[config.mk]
export PLATFORM = sky130hd
export DESIGN_NAME = dtc_timer
export DESIGN_NICKNAME = d
export VERILOG_FILES = /design/src/dtc_pkg.sv /design/src/dtc_pin_sync.sv /design/src/dtc_timer.sv
export VERILOG_INCLUDE_DIRS = /design/src
export SDC_FILE = /design/constraint.sdc
export NUM_CORES = 1
export LEC_CHECK = 0
export ABC_CLOCK_PERIOD_IN_PS = 3100
export BUFFER_PORTS_ARGS = -buffer_cell sky130_fd_sc_hd__buf_2
export CAP_MARGIN = 10
export CORE_MARGIN = 2
export CORE_UTILIZATION = 40
export DETAILED_ROUTE_END_ITERATION = 8
export SYNTH_ARGS = -nofsm -noshare
export SYNTH_HDL_FRONTEND = slang
export SYNTH_HIERARCHICAL = 1
export SYNTH_SLANG_ARGS = --single-unit
export TNS_END_PERCENT = 30
[constraint.sdc]
create_clock -name SYS_CLK -period 3.1 [get_ports SYS_CLK]
set_clock_uncertainty 0.05 [all_clocks]
set_input_delay 0.465 -clock SYS_CLK [delete_from_list [all_inputs] [get_ports SYS_CLK]]
set_output_delay 0.465 -clock SYS_CLK [all_outputs]
set_load 0.05 [all_outputs]
[src/dtc_defines.svh]
// dual timer/counter: bit positions, reset values and divider figure
// assumes the includer knows the mode register layout of two nibbles
`ifndef DTC_DEFINES_SVH
`define DTC_DEFINES_SVH

// mode register fields, timer 0 in the low nibble, timer 1 in the high
`define DTC_T0_MODE_LSB   0
`define DTC_T0_SRC_BIT    2
`define DTC_T0_GATE_BIT   3
`define DTC_T1_MODE_LSB   4
`define DTC_T1_SRC_BIT    6
`define DTC_T1_GATE_BIT   7

// system clock divided by this in standard timer function
`define DTC_PRESCALE      12

`define DTC_BYTE_RESET    8'h00
`define DTC_FLAG_RESET    1'b0
// toggle output idles high until the first overflow
`define DTC_TOGGLE_RESET  1'b1

`endif

[src/dtc_pkg.sv]
// dual timer/counter: shared types
// assumes nothing beyond a SystemVerilog compiler
package dtc_pkg;
    // declaration order gives the field encodings 00, 01, 10, 11
    typedef enum logic [1:0] {
        DTC_MODE_13BIT,
        DTC_MODE_16BIT,
        DTC_MODE_RELOAD8,
        DTC_MODE_SPLIT
    } dtc_mode_t;
endpackage

[src/dtc_pin_sync.sv]
// dual timer/counter: two-flop synchroniser with falling-edge detect
// assumes an asynchronous pin and one system clock
`timescale 1ns/1ps
module dtc_pin_sync (
    input  wire logic clk,
    input  wire logic rst,
    input  wire logic pin,
    output logic      level,
    output logic      fall
);
    logic meta_q, meta_d;
    logic sync_q, sync_d;
    logic prev_q, prev_d;

    always_comb begin
        meta_d = pin;
        sync_d = meta_q;
        prev_d = sync_q;
    end

    always_ff @(posedge clk or posedge rst) begin
        if (rst) begin
            meta_q <= 1'b0;
            sync_q <= 1'b0;
            prev_q <= 1'b0;
        end else begin
            meta_q <= meta_d;
            sync_q <= sync_d;
            prev_q <= prev_d;
        end
    end

    // high in one sample, low in the next
    assign level = sync_q;
    assign fall  = prev_q & ~sync_q; // RULE_04
endmodule

[src/dtc_timer.sv]
// dual timer/counter: two 8051-style timers with four modes each
// assumes software strobes come from logic on SYS_CLK, pins are asynchronous
//
// How it works
// RULE_01: two timers, each high and low byte
// RULE_02: source select bits pick timer or counter
// RULE_03: clock divided by twelve or undivided
// RULE_04: count pin falling edge from two samples
// RULE_05: toggle count pin on each overflow
// RULE_06: toggle output high before first overflow
// RULE_07: toggle only when counting system clock
// RULE_08: software stops timer before byte access
// RULE_09: mode 0 counts thirteen bits, upper ignored
// RULE_10: count needs run and gate or pin
// RULE_11: thirteen-bit rollover sets overflow flag
// RULE_12: sixteen-bit rollover sets overflow flag
// RULE_13: mode 2 reloads low from high byte
// RULE_14: only timer 1 overflow feeds baud
// RULE_15: timer 1 mode 3 freezes count
// RULE_16: split low byte uses timer 0 controls
// RULE_17: split high byte uses timer 1 run, flag
// RULE_18: timer 1 ignores run, flag during split
// RULE_19: timer 1 keeps gate, pin, divide
// RULE_20: mode field encodes four modes
// RULE_21: flag cleared on service entry or software
// RULE_22: clearing run holds both bytes
// RULE_23: flag drives a level interrupt request
`timescale 1ns/1ps
`include "dtc_defines.svh"
module dtc_timer #(
    parameter int PRESCALE = `DTC_PRESCALE
) (
    input  wire logic       SYS_CLK,
    input  wire logic       RST,
    input  wire logic [7:0] TIMER_MODE_REGISTER,
    input  wire logic       TIMER0_RUN_BIT,
    input  wire logic       TIMER1_RUN_BIT,
    input  wire logic       TIMER0_CLOCK_DIVIDE_SELECT,
    input  wire logic       TIMER1_CLOCK_DIVIDE_SELECT,
    input  wire logic       TIMER0_TOGGLE_OUTPUT_ENABLE,
    input  wire logic       TIMER1_TOGGLE_OUTPUT_ENABLE,
    input  wire logic [7:0] WRITE_DATA,
    input  wire logic       WRITE_TIMER0_HIGH_BYTE,
    input  wire logic       WRITE_TIMER0_LOW_BYTE,
    input  wire logic       WRITE_TIMER1_HIGH_BYTE,
    input  wire logic       WRITE_TIMER1_LOW_BYTE,
    input  wire logic       TIMER0_FLAG_SET,
    input  wire logic       TIMER0_FLAG_CLEAR,
    input  wire logic       TIMER0_SERVICE_ENTRY,
    input  wire logic       TIMER1_FLAG_SET,
    input  wire logic       TIMER1_FLAG_CLEAR,
    input  wire logic       TIMER1_SERVICE_ENTRY,
    input  wire logic       TIMER0_COUNT_PIN_IN,
    input  wire logic       TIMER1_COUNT_PIN_IN,
    input  wire logic       GATE_PIN_ZERO,
    input  wire logic       GATE_PIN_ONE,
    output logic [7:0]      TIMER0_HIGH_BYTE,
    output logic [7:0]      TIMER0_LOW_BYTE,
    output logic [7:0]      TIMER1_HIGH_BYTE,
    output logic [7:0]      TIMER1_LOW_BYTE,
    output logic            TIMER0_OVERFLOW_FLAG,
    output logic            TIMER1_OVERFLOW_FLAG,
    output logic            TIMER0_IRQ,
    output logic            TIMER1_IRQ,
    output logic            BAUD_TICK,
    output logic            TIMER0_COUNT_PIN_OUT,
    output logic            TIMER0_COUNT_PIN_OE,
    output logic            TIMER1_COUNT_PIN_OUT,
    output logic            TIMER1_COUNT_PIN_OE
);
    localparam int PW = (PRESCALE > 2) ? $clog2(PRESCALE) : 1;
    localparam logic [PW-1:0] PRE_LAST = PW'(PRESCALE - 1);

    // elaboration check: the prescaler compare needs at least two states
    if (PRESCALE < 2) begin : g_prescale_check
        $error("PRESCALE must be at least 2");
    end

    // field decode
    dtc_pkg::dtc_mode_t mode0;
    dtc_pkg::dtc_mode_t mode1;
    logic src0, src1, gate0, gate1;

    always_comb begin
        mode0 = dtc_pkg::dtc_mode_t'(TIMER_MODE_REGISTER[`DTC_T0_MODE_LSB +: 2]); // RULE_20
        mode1 = dtc_pkg::dtc_mode_t'(TIMER_MODE_REGISTER[`DTC_T1_MODE_LSB +: 2]); // RULE_20
        src0  = TIMER_MODE_REGISTER[`DTC_T0_SRC_BIT];  // RULE_02
        src1  = TIMER_MODE_REGISTER[`DTC_T1_SRC_BIT];  // RULE_02
        gate0 = TIMER_MODE_REGISTER[`DTC_T0_GATE_BIT];
        gate1 = TIMER_MODE_REGISTER[`DTC_T1_GATE_BIT];
    end

    // pins
    logic cpin0_lvl, cpin0_fall, cpin1_lvl, cpin1_fall;
    logic gpin0_lvl, gpin1_lvl;

    dtc_pin_sync u_cpin0 (
        .clk   (SYS_CLK),
        .rst   (RST),
        .pin   (TIMER0_COUNT_PIN_IN),
        .level (),
        .fall  (cpin0_fall)
    );
    dtc_pin_sync u_cpin1 (
        .clk   (SYS_CLK),
        .rst   (RST),
        .pin   (TIMER1_COUNT_PIN_IN),
        .level (),
        .fall  (cpin1_fall)
    );
    dtc_pin_sync u_gpin0 (
        .clk   (SYS_CLK),
        .rst   (RST),
        .pin   (GATE_PIN_ZERO),
        .level (gpin0_lvl),
        .fall  ()
    );
    dtc_pin_sync u_gpin1 (
        .clk   (SYS_CLK),
        .rst   (RST),
        .pin   (GATE_PIN_ONE),
        .level (gpin1_lvl),
        .fall  ()
    );

    // shared divide-by-twelve prescaler, free running
    logic [PW-1:0] pre_q, pre_d;
    logic          pre_tick;

    always_comb begin
        pre_tick = (pre_q == PRE_LAST);
        pre_d    = pre_tick ? '0 : pre_q + PW'(1);
    end

    always_ff @(posedge SYS_CLK or posedge RST) begin
        if (RST) begin
            pre_q <= '0;
        end else begin
            pre_q <= pre_d;
        end
    end

    // count enables
    logic split0;
    logic clk_tick0, clk_tick1;
    logic cnt0, cnt0h, cnt1;

    always_comb begin
        split0    = (mode0 == dtc_pkg::DTC_MODE_SPLIT);
        clk_tick0 = TIMER0_CLOCK_DIVIDE_SELECT | pre_tick; // RULE_03
        clk_tick1 = TIMER1_CLOCK_DIVIDE_SELECT | pre_tick; // RULE_03 RULE_19
        // run bit low means no count, so both bytes hold outside split mode
        cnt0 = TIMER0_RUN_BIT & (~gate0 | gpin0_lvl)
             & (src0 ? cpin0_fall : clk_tick0); // RULE_10 RULE_16 RULE_22
        // split high byte: clock cycles only, started by timer 1 run
        cnt0h = split0 & TIMER1_RUN_BIT & clk_tick0; // RULE_17
        // in split mode timer 1 runs without its run bit, still under its gate, unless in its own mode 3
        cnt1 = (split0 | TIMER1_RUN_BIT) & (~gate1 | gpin1_lvl)
             & (mode1 != dtc_pkg::DTC_MODE_SPLIT)
             & (src1 ? cpin1_fall : clk_tick1); // RULE_10 RULE_15 RULE_18 RULE_19
    end

    // timer 0 bytes
    logic [7:0] t0h_q, t0h_d, t0l_q, t0l_d;
    logic       ovf0, ovf0h;

    always_comb begin
        logic [12:0] sum13;
        logic [15:0] sum16;
        sum13 = {t0h_q, t0l_q[4:0]} + 13'h0001;
        sum16 = {t0h_q, t0l_q} + 16'h0001;
        t0h_d = t0h_q;
        t0l_d = t0l_q;
        ovf0  = 1'b0;
        ovf0h = 1'b0;
        if (cnt0) begin
            unique case (mode0)
                dtc_pkg::DTC_MODE_13BIT: begin
                    // upper three low-byte bits hold their value
                    t0h_d      = sum13[12:5]; // RULE_09
                    t0l_d[4:0] = sum13[4:0];  // RULE_09
                    ovf0       = &{t0h_q, t0l_q[4:0]}; // RULE_11
                end
                dtc_pkg::DTC_MODE_16BIT: begin
                    {t0h_d, t0l_d} = sum16;
                    ovf0           = &{t0h_q, t0l_q}; // RULE_12
                end
                dtc_pkg::DTC_MODE_RELOAD8: begin
                    ovf0  = &t0l_q;
                    t0l_d = ovf0 ? t0h_q : t0l_q + 8'h01; // RULE_13
                end
                dtc_pkg::DTC_MODE_SPLIT: begin
                    ovf0  = &t0l_q; // RULE_16
                    t0l_d = t0l_q + 8'h01;
                end
            endcase
        end
        if (cnt0h) begin
            ovf0h = &t0h_q; // RULE_17
            t0h_d = t0h_q + 8'h01;
        end
        // a software write overrides the count in the same cycle
        if (WRITE_TIMER0_HIGH_BYTE) begin
            t0h_d = WRITE_DATA; // RULE_01
        end
        if (WRITE_TIMER0_LOW_BYTE) begin
            t0l_d = WRITE_DATA; // RULE_01
        end
    end

    // timer 1 bytes
    logic [7:0] t1h_q, t1h_d, t1l_q, t1l_d;
    logic       ovf1;

    always_comb begin
        logic [12:0] sum13;
        logic [15:0] sum16;
        sum13 = {t1h_q, t1l_q[4:0]} + 13'h0001;
        sum16 = {t1h_q, t1l_q} + 16'h0001;
        t1h_d = t1h_q;
        t1l_d = t1l_q;
        ovf1  = 1'b0;
        if (cnt1) begin
            unique case (mode1)
                dtc_pkg::DTC_MODE_13BIT: begin
                    t1h_d      = sum13[12:5]; // RULE_09
                    t1l_d[4:0] = sum13[4:0];  // RULE_09
                    ovf1       = &{t1h_q, t1l_q[4:0]}; // RULE_11
                end
                dtc_pkg::DTC_MODE_16BIT: begin
                    {t1h_d, t1l_d} = sum16;
                    ovf1           = &{t1h_q, t1l_q}; // RULE_12
                end
                dtc_pkg::DTC_MODE_RELOAD8: begin
                    ovf1  = &t1l_q;
                    t1l_d = ovf1 ? t1h_q : t1l_q + 8'h01; // RULE_13
                end
                dtc_pkg::DTC_MODE_SPLIT: begin
                    ovf1 = 1'b0; // RULE_15
                end
            endcase
        end
        if (WRITE_TIMER1_HIGH_BYTE) begin
            t1h_d = WRITE_DATA; // RULE_01
        end
        if (WRITE_TIMER1_LOW_BYTE) begin
            t1l_d = WRITE_DATA; // RULE_01
        end
    end

    // flags, baud tick and toggle outputs
    logic set0, set1;
    logic tf0_q, tf0_d, tf1_q, tf1_d;
    logic baud_q, baud_d;
    logic tog0_q, tog0_d, tog1_q, tog1_d;
    logic oe0_q, oe0_d, oe1_q, oe1_d;

    always_comb begin
        set0 = ovf0;
        // split mode hands timer 1's flag to the timer 0 high byte
        set1 = split0 ? ovf0h : ovf1; // RULE_17 RULE_18
        // hardware set wins over a clear in the same cycle
        tf0_d = set0 | TIMER0_FLAG_SET
              | (tf0_q & ~TIMER0_FLAG_CLEAR & ~TIMER0_SERVICE_ENTRY); // RULE_21
        tf1_d = set1 | TIMER1_FLAG_SET
              | (tf1_q & ~TIMER1_FLAG_CLEAR & ~TIMER1_SERVICE_ENTRY); // RULE_21
        // timer 1 overflow ticks the baud logic even in split mode
        baud_d = ovf1; // RULE_14
        oe0_d  = TIMER0_TOGGLE_OUTPUT_ENABLE & ~src0; // RULE_07
        oe1_d  = TIMER1_TOGGLE_OUTPUT_ENABLE & ~src1; // RULE_07
        // level is parked high while off, so it starts high when enabled
        if (!oe0_d) begin
            tog0_d = `DTC_TOGGLE_RESET; // RULE_06
        end else begin
            tog0_d = tog0_q ^ ovf0; // RULE_05
        end
        if (!oe1_d) begin
            tog1_d = `DTC_TOGGLE_RESET; // RULE_06
        end else begin
            tog1_d = tog1_q ^ ovf1; // RULE_05
        end
    end

    always_ff @(posedge SYS_CLK or posedge RST) begin
        if (RST) begin
            t0h_q  <= `DTC_BYTE_RESET;
            t0l_q  <= `DTC_BYTE_RESET;
            t1h_q  <= `DTC_BYTE_RESET;
            t1l_q  <= `DTC_BYTE_RESET;
            tf0_q  <= `DTC_FLAG_RESET;
            tf1_q  <= `DTC_FLAG_RESET;
            baud_q <= 1'b0;
            tog0_q <= `DTC_TOGGLE_RESET;
            tog1_q <= `DTC_TOGGLE_RESET;
            oe0_q  <= 1'b0;
            oe1_q  <= 1'b0;
        end else begin
            t0h_q  <= t0h_d;
            t0l_q  <= t0l_d;
            t1h_q  <= t1h_d;
            t1l_q  <= t1l_d;
            tf0_q  <= tf0_d;
            tf1_q  <= tf1_d;
            baud_q <= baud_d;
            tog0_q <= tog0_d;
            tog1_q <= tog1_d;
            oe0_q  <= oe0_d;
            oe1_q  <= oe1_d;
        end
    end

    assign TIMER0_HIGH_BYTE     = t0h_q;
    assign TIMER0_LOW_BYTE      = t0l_q;
    assign TIMER1_HIGH_BYTE     = t1h_q;
    assign TIMER1_LOW_BYTE      = t1l_q;
    assign TIMER0_OVERFLOW_FLAG = tf0_q;
    assign TIMER1_OVERFLOW_FLAG = tf1_q;
    assign TIMER0_IRQ           = tf0_q; // RULE_23
    assign TIMER1_IRQ           = tf1_q; // RULE_23
    assign BAUD_TICK            = baud_q;
    assign TIMER0_COUNT_PIN_OUT = tog0_q;
    assign TIMER0_COUNT_PIN_OE  = oe0_q;
    assign TIMER1_COUNT_PIN_OUT = tog1_q;
    assign TIMER1_COUNT_PIN_OE  = oe1_q;
endmodule

==> flow_results.xml, run 1 <==
<?xml version="1.0" encoding="UTF-8"?>
<metrics>
  <group name="pwr">
    <metric name="power.density" unit="nW/um^2">448</metric>
    <metric name="power.ir.vdd_worst" unit="mV">0.202</metric>
    <metric name="power_leakage" unit="nW">1.73</metric>
  </group>
  <group name="cts">
    <metric name="worst_skew_pair.late_latency" unit="ns">0.30</metric>
    <metric name="numCtsBuffers" unit="">5</metric>
    <metric name="htree_num_levels" unit="">2</metric>
    <metric name="post_cts.repair.setup_buffers" unit="">0</metric>
    <metric name="clockRootBuffer" unit="">sky130_fd_sc_hd__clkbuf_8</metric>
    <metric name="path_clk_slew" unit="ns">0.10</metric>
    <metric name="clockBufferDepth" unit="">2</metric>
    <metric name="clock_sinks" unit="">53</metric>
    <metric name="cts_tree" unit="">done</metric>
  </group>
  <group name="drt">
    <metric name="drc" unit="">0</metric>
    <metric name="detail_route.iter0.violations" unit="">285</metric>
    <metric name="first_pass_iters" unit="">5</metric>
    <metric name="routed_via_density" unit="">5.81</metric>
    <metric name="wl" unit="mm">9.52</metric>
    <metric name="wl_per_cell" unit="um">17.0</metric>
    <metric name="route.antenna.remaining_nets" unit="">0</metric>
    <metric name="route.vias.total" unit="">3252</metric>
  </group>
  <group name="critical_path">
    <metric name="cp-startpoint" unit="">pre_q[0]</metric>
    <metric name="end_kind" unit="">flip-flop</metric>
    <metric name="critPathCapture" unit="">TIMER0_LOW_BYTE[6]</metric>
    <metric name="crit_path_max_fanout" unit="">12</metric>
    <metric name="reg2reg_depth" unit="">6</metric>
    <metric name="arrival_time_at_the_worst_endpoint" unit="ns">2.51</metric>
    <metric name="worstSetupStartpointType" unit="">flip-flop</metric>
    <metric name="setup.reg_to_reg.worst_slack" unit="ns">0.75</metric>
    <metric name="regToRegStartpoint" unit="">pre_q[0]</metric>
    <metric name="cp.required" unit="ns">3.26</metric>
    <metric name="crit_reg_reg_endpoint" unit="">TIMER0_LOW_BYTE[6]</metric>
    <metric name="type_of_the_worst_setup_path" unit="">flip-flop to flip-flop</metric>
  </group>
  <group name="timing">
    <metric name="hold_violations" unit="">0</metric>
    <metric name="finalCritPeriodShare" unit="%">75.8</metric>
    <metric name="slew_violations" unit="">0</metric>
    <metric name="timing.final.crit_period" unit="ns">2.35</metric>
    <metric name="worst_slew_margin_rel" unit="%">39.6</metric>
    <metric name="rsz0062_at_grt" unit="">no</metric>
    <metric name="holdWs" unit="ns">0.212</metric>
    <metric name="setup_tns" unit="ns">0</metric>
    <metric name="max_freq" unit="MHz">426</metric>
    <metric name="setup_violations" unit="">0</metric>
    <metric name="tightest_slew" unit="ns">0.905</metric>
  </group>
  <group name="global_routing">
    <metric name="grt_remaining_overflow" unit="">0</metric>
    <metric name="grt_start_max_net_pins" unit="">30</metric>
    <metric name="grt_pass1_vias" unit="">2777</metric>
    <metric name="grt_util_all_layers" unit="%">21.1</metric>
    <metric name="global_route_wire_length_before_repair" unit="mm">14.9</metric>
    <metric name="antenna_found_initial" unit="">0</metric>
  </group>
  <group name="final_layout">
    <metric name="finish.instance_area" unit="sq um">3990</metric>
    <metric name="layout-drive-gt1-share" unit="%">24.2</metric>
    <metric name="nNetsFinal" unit="">505</metric>
    <metric name="antennaDiodeCount" unit="">0</metric>
    <metric name="layout.cells.non_filler" unit="">560</metric>
    <metric name="layout-area-overhead-vs-synth" unit="%">18.1</metric>
  </group>
  <group name="die">
    <metric name="rows" unit="">33</metric>
    <metric name="die_h" unit="um">95.9</metric>
    <metric name="fp.dieW" unit="um">95.9</metric>
    <metric name="coreArea" unit="sq um">8220</metric>
    <metric name="start_util" unit="%">41.1</metric>
    <metric name="io_pins" unit="">79</metric>
    <metric name="dieArea" unit="sq um">9200</metric>
  </group>
  <group name="synthesis">
    <metric name="number_of_instances_in_the_synthesized_netlist" unit="">377</metric>
    <metric name="synthesized_area" unit="sq um">3380</metric>
    <metric name="synthesis.nets" unit="">428</metric>
    <metric name="synthesis.area_per_instance" unit="sq um">8.97</metric>
    <metric name="synth.yosys.warnings" unit="">6</metric>
  </group>
  <group name="placed_design">
    <metric name="count_of_port_buffers_added_during_placement" unit="">78</metric>
    <metric name="placed_cells" unit="">550</metric>
    <metric name="post_dp_cell_area" unit="sq um">3850</metric>
    <metric name="routabilityCongestion" unit="">0.954</metric>
    <metric name="dp_hpwl" unit="mm">7.40</metric>
  </group>
  <group name="status">
    <metric name="outcome" unit="">complete, no violations</metric>
  </group>
  <group name="hold_path">
    <metric name="worst_hold_startpoint" unit="">GATE_PIN_ONE</metric>
    <metric name="worst_hold_path_type" unit="">input pin to flip-flop</metric>
  </group>
  <group name="run">
    <metric name="timing.max_cap.violations" unit="">0</metric>
  </group>
</metrics>
[critical path, stage by stage, from the launching register on]
cell                        delay, ns
sky130_fd_sc_hd__dfrtp_1         0.40
sky130_fd_sc_hd__ha_1            0.22
sky130_fd_sc_hd__and3b_1         0.27
sky130_fd_sc_hd__o2111ai_1       0.78
sky130_fd_sc_hd__nor4b_1         0.14
sky130_fd_sc_hd__and3_1          0.21
sky130_fd_sc_hd__o31ai_1         0.19
[power by group]
part,switching (mW),internal [mW]
clock network,0.220,0.202
logic,0.380,0.153
registers,0.0872,0.746
[layout by cell type (no fill, tap or decap), types with 6 or more instances in the layout]
cell,instances
sky130_fd_sc_hd__ha_1,13
sky130_fd_sc_hd__clkbuf_8,7
sky130_fd_sc_hd__a31oi_1,15
sky130_fd_sc_hd__dfrtp_1,51
sky130_fd_sc_hd__nor2b_1,6
sky130_fd_sc_hd__inv_1,25
sky130_fd_sc_hd__a21oi_1,11
sky130_fd_sc_hd__nor3_1,7
sky130_fd_sc_hd__or4_1,8
sky130_fd_sc_hd__o31ai_1,16
sky130_fd_sc_hd__buf_2,78
sky130_fd_sc_hd__nor4_1,7
sky130_fd_sc_hd__or3_1,10
sky130_fd_sc_hd__nand4_1,6
sky130_fd_sc_hd__o21ai_0,17
sky130_fd_sc_hd__nand2_1,33
sky130_fd_sc_hd__nand3_1,15
sky130_fd_sc_hd__nor2_1,39
sky130_fd_sc_hd__a221oi_1,6
[sequential cells by signal, summed over array words and instances (netlist names), 4 cells and up]
| register | cells |
|---|---|
| TIMER1_LOW_BYTE | 8 |
| TIMER0_LOW_BYTE | 8 |
| TIMER1_HIGH_BYTE | 8 |
| TIMER0_HIGH_BYTE | 8 |
| pre_q | 4 |
[metrics by stage]
step	setup slack (ns)	utilization [%]	power, mW
floorplan	0.755	-	1.21
global placement	0.718	46.9	1.37
detailed placement	0.663	46.9	1.37
finish	0.751	48.6	1.79
global route	0.593	48.6	1.89
CTS	0.742	48.2	1.80
[how the worst min path moves through the flow]
| stage | endpoint | slack, ns | depth (start not counted) |
|---|---|---|---|
| after floorplan | u_gpin0/level | 0.16 | 1 |
| after detailed placement | u_cpin1/level | 0.29 | 0 |
| after global placement | u_cpin1/level | 0.29 | 0 |
| final | u_gpin1/meta_q | 0.21 | 1 |
| after global routing | u_gpin1/meta_q | 0.19 | 1 |
| after CTS | u_gpin1/meta_q | 0.20 | 1 |
[per-layer routing]
layer	vias to the layer above	track usage, %	part of all wire, %
met1	1535	33.0	47
met4	0	6.07	2.4
li1	1562	-	-
met2	136	29.8	43
met3	19	3.45	7.7
met5	-	0	0
[area by class of cell]
type | instances | area, sq um
flip-flops and latches | 53 | 1330
repair buffers | 82 | 443
inverters | 26 | 97.6
well taps | 105 | 131
clock buffers | 7 | 96.3
fillers | 801 | 4230
clock inverters | 1 | 5.00
multi-input cells | 286 | 1890
[what timing repair did]
| action | CTS | global route |
|---|---|---|
| hold buffers | 1 | 0 |
| resized for setup | 0 | 0 |
| hold endpoints to repair | 4 | 0 |
No activity file was read; power rests on OpenSTA's default activity.
==> run 2, diff against run 1 <==
Settings changed: ABC_CLOCK_PERIOD_IN_PS 3100 to 2000.
Clock period 3.1 ns to 2 ns, I/O delays scaled along.
==> run 2 against run 1 <==
  * The run now ends with setup timing left
  * Cell area up 16%
  * Total power increased by 65%
  * Sequential share of layout area is 4.2 points lower
  * Critical endpoint is now TIMER0_HIGH_BYTE[5]
==> flow_results.xml, run 2 (synthesized netlist as in run 1, its figures left out) <==
<?xml version="1.0" encoding="UTF-8"?>
<metrics>
  <group name="final_layout">
    <metric name="layout-area-overhead-vs-synth" unit="%">37.1</metric>
    <metric name="layout.cells.non_filler" unit="">621</metric>
    <metric name="layout-drive-gt1-share" unit="%">40.3</metric>
    <metric name="nNetsFinal" unit="">566</metric>
    <metric name="antennaDiodeCount" unit="">0</metric>
    <metric name="most_used_cells_in_the_layout_excluding_fill_and_tap_cells" unit="">sky130_fd_sc_hd__buf_2 (78), sky130_fd_sc_hd__buf_4 (59), sky130_fd_sc_hd__nor2_1 (38)</metric>
    <metric name="most_common_library_cell_in_the_layout_ignoring_fill_and_taps" unit="">sky130_fd_sc_hd__buf_2</metric>
    <metric name="finish.utilization" unit="%">56.4</metric>
    <metric name="finish.instance_area" unit="sq um">4640</metric>
  </group>
  <group name="hold_path">
    <metric name="whs_endpoint" unit="">u_cpin0/meta_q</metric>
    <metric name="timing.hold.worst_path_depth" unit="">1</metric>
    <metric name="worst_hold_startpoint" unit="">TIMER0_COUNT_PIN_IN</metric>
    <metric name="worst_hold_path_type" unit="">input pin to flip-flop</metric>
  </group>
  <group name="placed_design">
    <metric name="routabilityCongestion" unit="">0.880</metric>
    <metric name="count_of_port_buffers_added_during_placement" unit="">78</metric>
    <metric name="dp_slack" unit="ns">-0.206</metric>
    <metric name="post_dp_cell_area" unit="sq um">4330</metric>
    <metric name="placed_cells" unit="">604</metric>
    <metric name="dp_hpwl" unit="mm">8.12</metric>
  </group>
  <group name="critical_path">
    <metric name="crit_reg_reg_endpoint" unit="">TIMER0_HIGH_BYTE[5]</metric>
    <metric name="cp-startpoint" unit="">pre_q[0]</metric>
    <metric name="arrival_time_at_the_worst_endpoint" unit="ns">2.32</metric>
    <metric name="end_kind" unit="">flip-flop</metric>
    <metric name="setup.reg_to_reg.worst_slack" unit="ns">-0.11</metric>
    <metric name="worstSetupStartpointType" unit="">flip-flop</metric>
    <metric name="crit_path_max_fanout" unit="">7</metric>
    <metric name="cp.required" unit="ns">2.21</metric>
    <metric name="type_of_the_worst_setup_path" unit="">flip-flop to flip-flop</metric>
    <metric name="reg2reg_depth" unit="">6</metric>
    <metric name="regToRegStartpoint" unit="">pre_q[0]</metric>
  </group>
  <group name="cts">
    <metric name="clockBufferDepth" unit="">2</metric>
    <metric name="htree_num_levels" unit="">2</metric>
    <metric name="worst_skew_pair.late_latency" unit="ns">0.33</metric>
    <metric name="numCtsBuffers" unit="">5</metric>
    <metric name="clockRootBuffer" unit="">sky130_fd_sc_hd__clkbuf_8</metric>
    <metric name="clock_sinks" unit="">53</metric>
    <metric name="cts_tree" unit="">done</metric>
    <metric name="path_clk_slew" unit="ns">0.12</metric>
  </group>
  <group name="die">
    <metric name="fp.dieW" unit="um">95.9</metric>
    <metric name="die_h" unit="um">95.9</metric>
    <metric name="rows" unit="">33</metric>
    <metric name="dieArea" unit="sq um">9200</metric>
    <metric name="coreArea" unit="sq um">8220</metric>
    <metric name="start_util" unit="%">41.1</metric>
    <metric name="io_pins" unit="">79</metric>
  </group>
  <group name="drt">
    <metric name="wl_per_cell" unit="um">16.9</metric>
    <metric name="wl" unit="mm">10.5</metric>
    <metric name="route.antenna.remaining_nets" unit="">0</metric>
    <metric name="routed_via_density" unit="">5.62</metric>
    <metric name="route.vias.total" unit="">3490</metric>
    <metric name="detail_route.iter0.violations" unit="">291</metric>
    <metric name="drc" unit="">0</metric>
    <metric name="first_pass_iters" unit="">5</metric>
  </group>
  <group name="timing">
    <metric name="holdWs" unit="ns">0.0246</metric>
    <metric name="worst_slew_margin_rel" unit="%">70.8</metric>
    <metric name="setup_tns" unit="ns">-0.743</metric>
    <metric name="tightest_slew" unit="ns">0.435</metric>
    <metric name="rsz0062_at_grt" unit="">yes</metric>
    <metric name="timing.final.crit_period" unit="ns">2.11</metric>
    <metric name="setup_violations" unit="">14</metric>
    <metric name="setup_ws" unit="ns">-0.112</metric>
    <metric name="finalCritPeriodShare" unit="%">106</metric>
    <metric name="max_freq" unit="MHz">473</metric>
    <metric name="hold_violations" unit="">0</metric>
    <metric name="slew_violations" unit="">0</metric>
  </group>
  <group name="pwr">
    <metric name="fin_total_pwr" unit="mW">2.95</metric>
    <metric name="power.ir.vdd_worst" unit="mV">0.354</metric>
    <metric name="power_leakage" unit="nW">2.02</metric>
    <metric name="power.density" unit="nW/um^2">636</metric>
  </group>
  <group name="global_routing">
    <metric name="antenna_found_initial" unit="">0</metric>
    <metric name="grt_start_max_net_pins" unit="">40</metric>
    <metric name="global_route_wire_length_before_repair" unit="mm">16.3</metric>
    <metric name="grt_util_all_layers" unit="%">23.3</metric>
    <metric name="grt_pass1_vias" unit="">3207</metric>
    <metric name="grt_remaining_overflow" unit="">0</metric>
  </group>
  <group name="status">
    <metric name="outcome" unit="">complete, but fails checks</metric>
    <metric name="violations" unit="">setup timing</metric>
  </group>
  <group name="run">
    <metric name="timing.max_cap.violations" unit="">0</metric>
  </group>
</metrics>
-- run 2: cell types whose count changed in the layout (fill, tap and decap cells not counted), moves of 3 or more --
cell / previous run / this run
sky130_fd_sc_hd__buf_4: 2 / 59
sky130_fd_sc_hd__buf_6: 0 / 3
sky130_fd_sc_hd__dfrtp_1: 51 / 35
sky130_fd_sc_hd__dfrtp_2: 0 / 16
sky130_fd_sc_hd__ha_1: 13 / 10
sky130_fd_sc_hd__nor4_1: 7 / 3
sky130_fd_sc_hd__nor4_2: 2 / 6
-- run 2: layout make-up --
type                            instances  area (sq um)
Sequential cell                        53          1350
Clock buffer                            5          68.8
Inverter                               26          97.6
Timing Repair Buffer                  143           907
Fill cell                             752          3580
Multi-Input combinational cell        286          2050
Clock inverter                          3          28.8
Tap cell                              105           131
-- run 2: worst max-delay path by stage --
| stage | to | slack [ns] | cells past startpoint |
|---|---|---|---|
| 2_1_floorplan | TIMER1_LOW_BYTE[7] | -0.02 | 6 |
| 3_3_place_gp | TIMER1_LOW_BYTE[6] | -0.13 | 7 |
| 3_5_place_dp | TIMER1_LOW_BYTE[2] | -0.21 | 6 |
| 4_1_cts | TIMER1_LOW_BYTE[6] | -0.07 | 7 |
| 5_1_grt | TIMER0_HIGH_BYTE[5] | -0.19 | 6 |
| 6_report | TIMER0_HIGH_BYTE[5] | -0.11 | 6 |
-- run 2: power by group --
part | switching, mW | internal [mW] | total, mW
clock | 0.409 | 0.265 | 0.675
combinational | 0.649 | 0.333 | 0.982
sequential | 0.126 | 1.16 | 1.29
total | 1.18 | 1.76 | 2.95
-- run 2: what timing repair did --
| action | in CTS | in global routing |
|---|---|---|
| endpoints found under the setup margin | 33 | 30 |
| gates resized for setup | 7 | 20 |
| pin swaps | 5 | 10 |
| buffers inserted | 3 | 4 |
| endpoints found under the hold margin | 13 | 1 |
| hold buffers | 1 | 1 |
-- run 2: worst max-delay path: stages (launching register included) --
cell	delay, ns
sky130_fd_sc_hd__dfrtp_1	0.38
sky130_fd_sc_hd__ha_2	0.18
sky130_fd_sc_hd__and3b_2	0.32
sky130_fd_sc_hd__o211ai_4	0.11
sky130_fd_sc_hd__a211o_1	0.31
sky130_fd_sc_hd__or4_1	0.51
sky130_fd_sc_hd__a31oi_1	0.18
-- run 2: per-layer routing --
| layer | global-route usage, % | vias to the layer above | share of wire [%] |
|---|---|---|---|
| li1 | - | 1690 | - |
| met3 | 4.07 | 8 | 5.7 |
| met2 | 37.1 | 107 | 47 |
| met5 | 0 | - | 0 |
| met1 | 33.6 | 1685 | 46 |
| met4 | 3.81 | 0 | 0.88 |
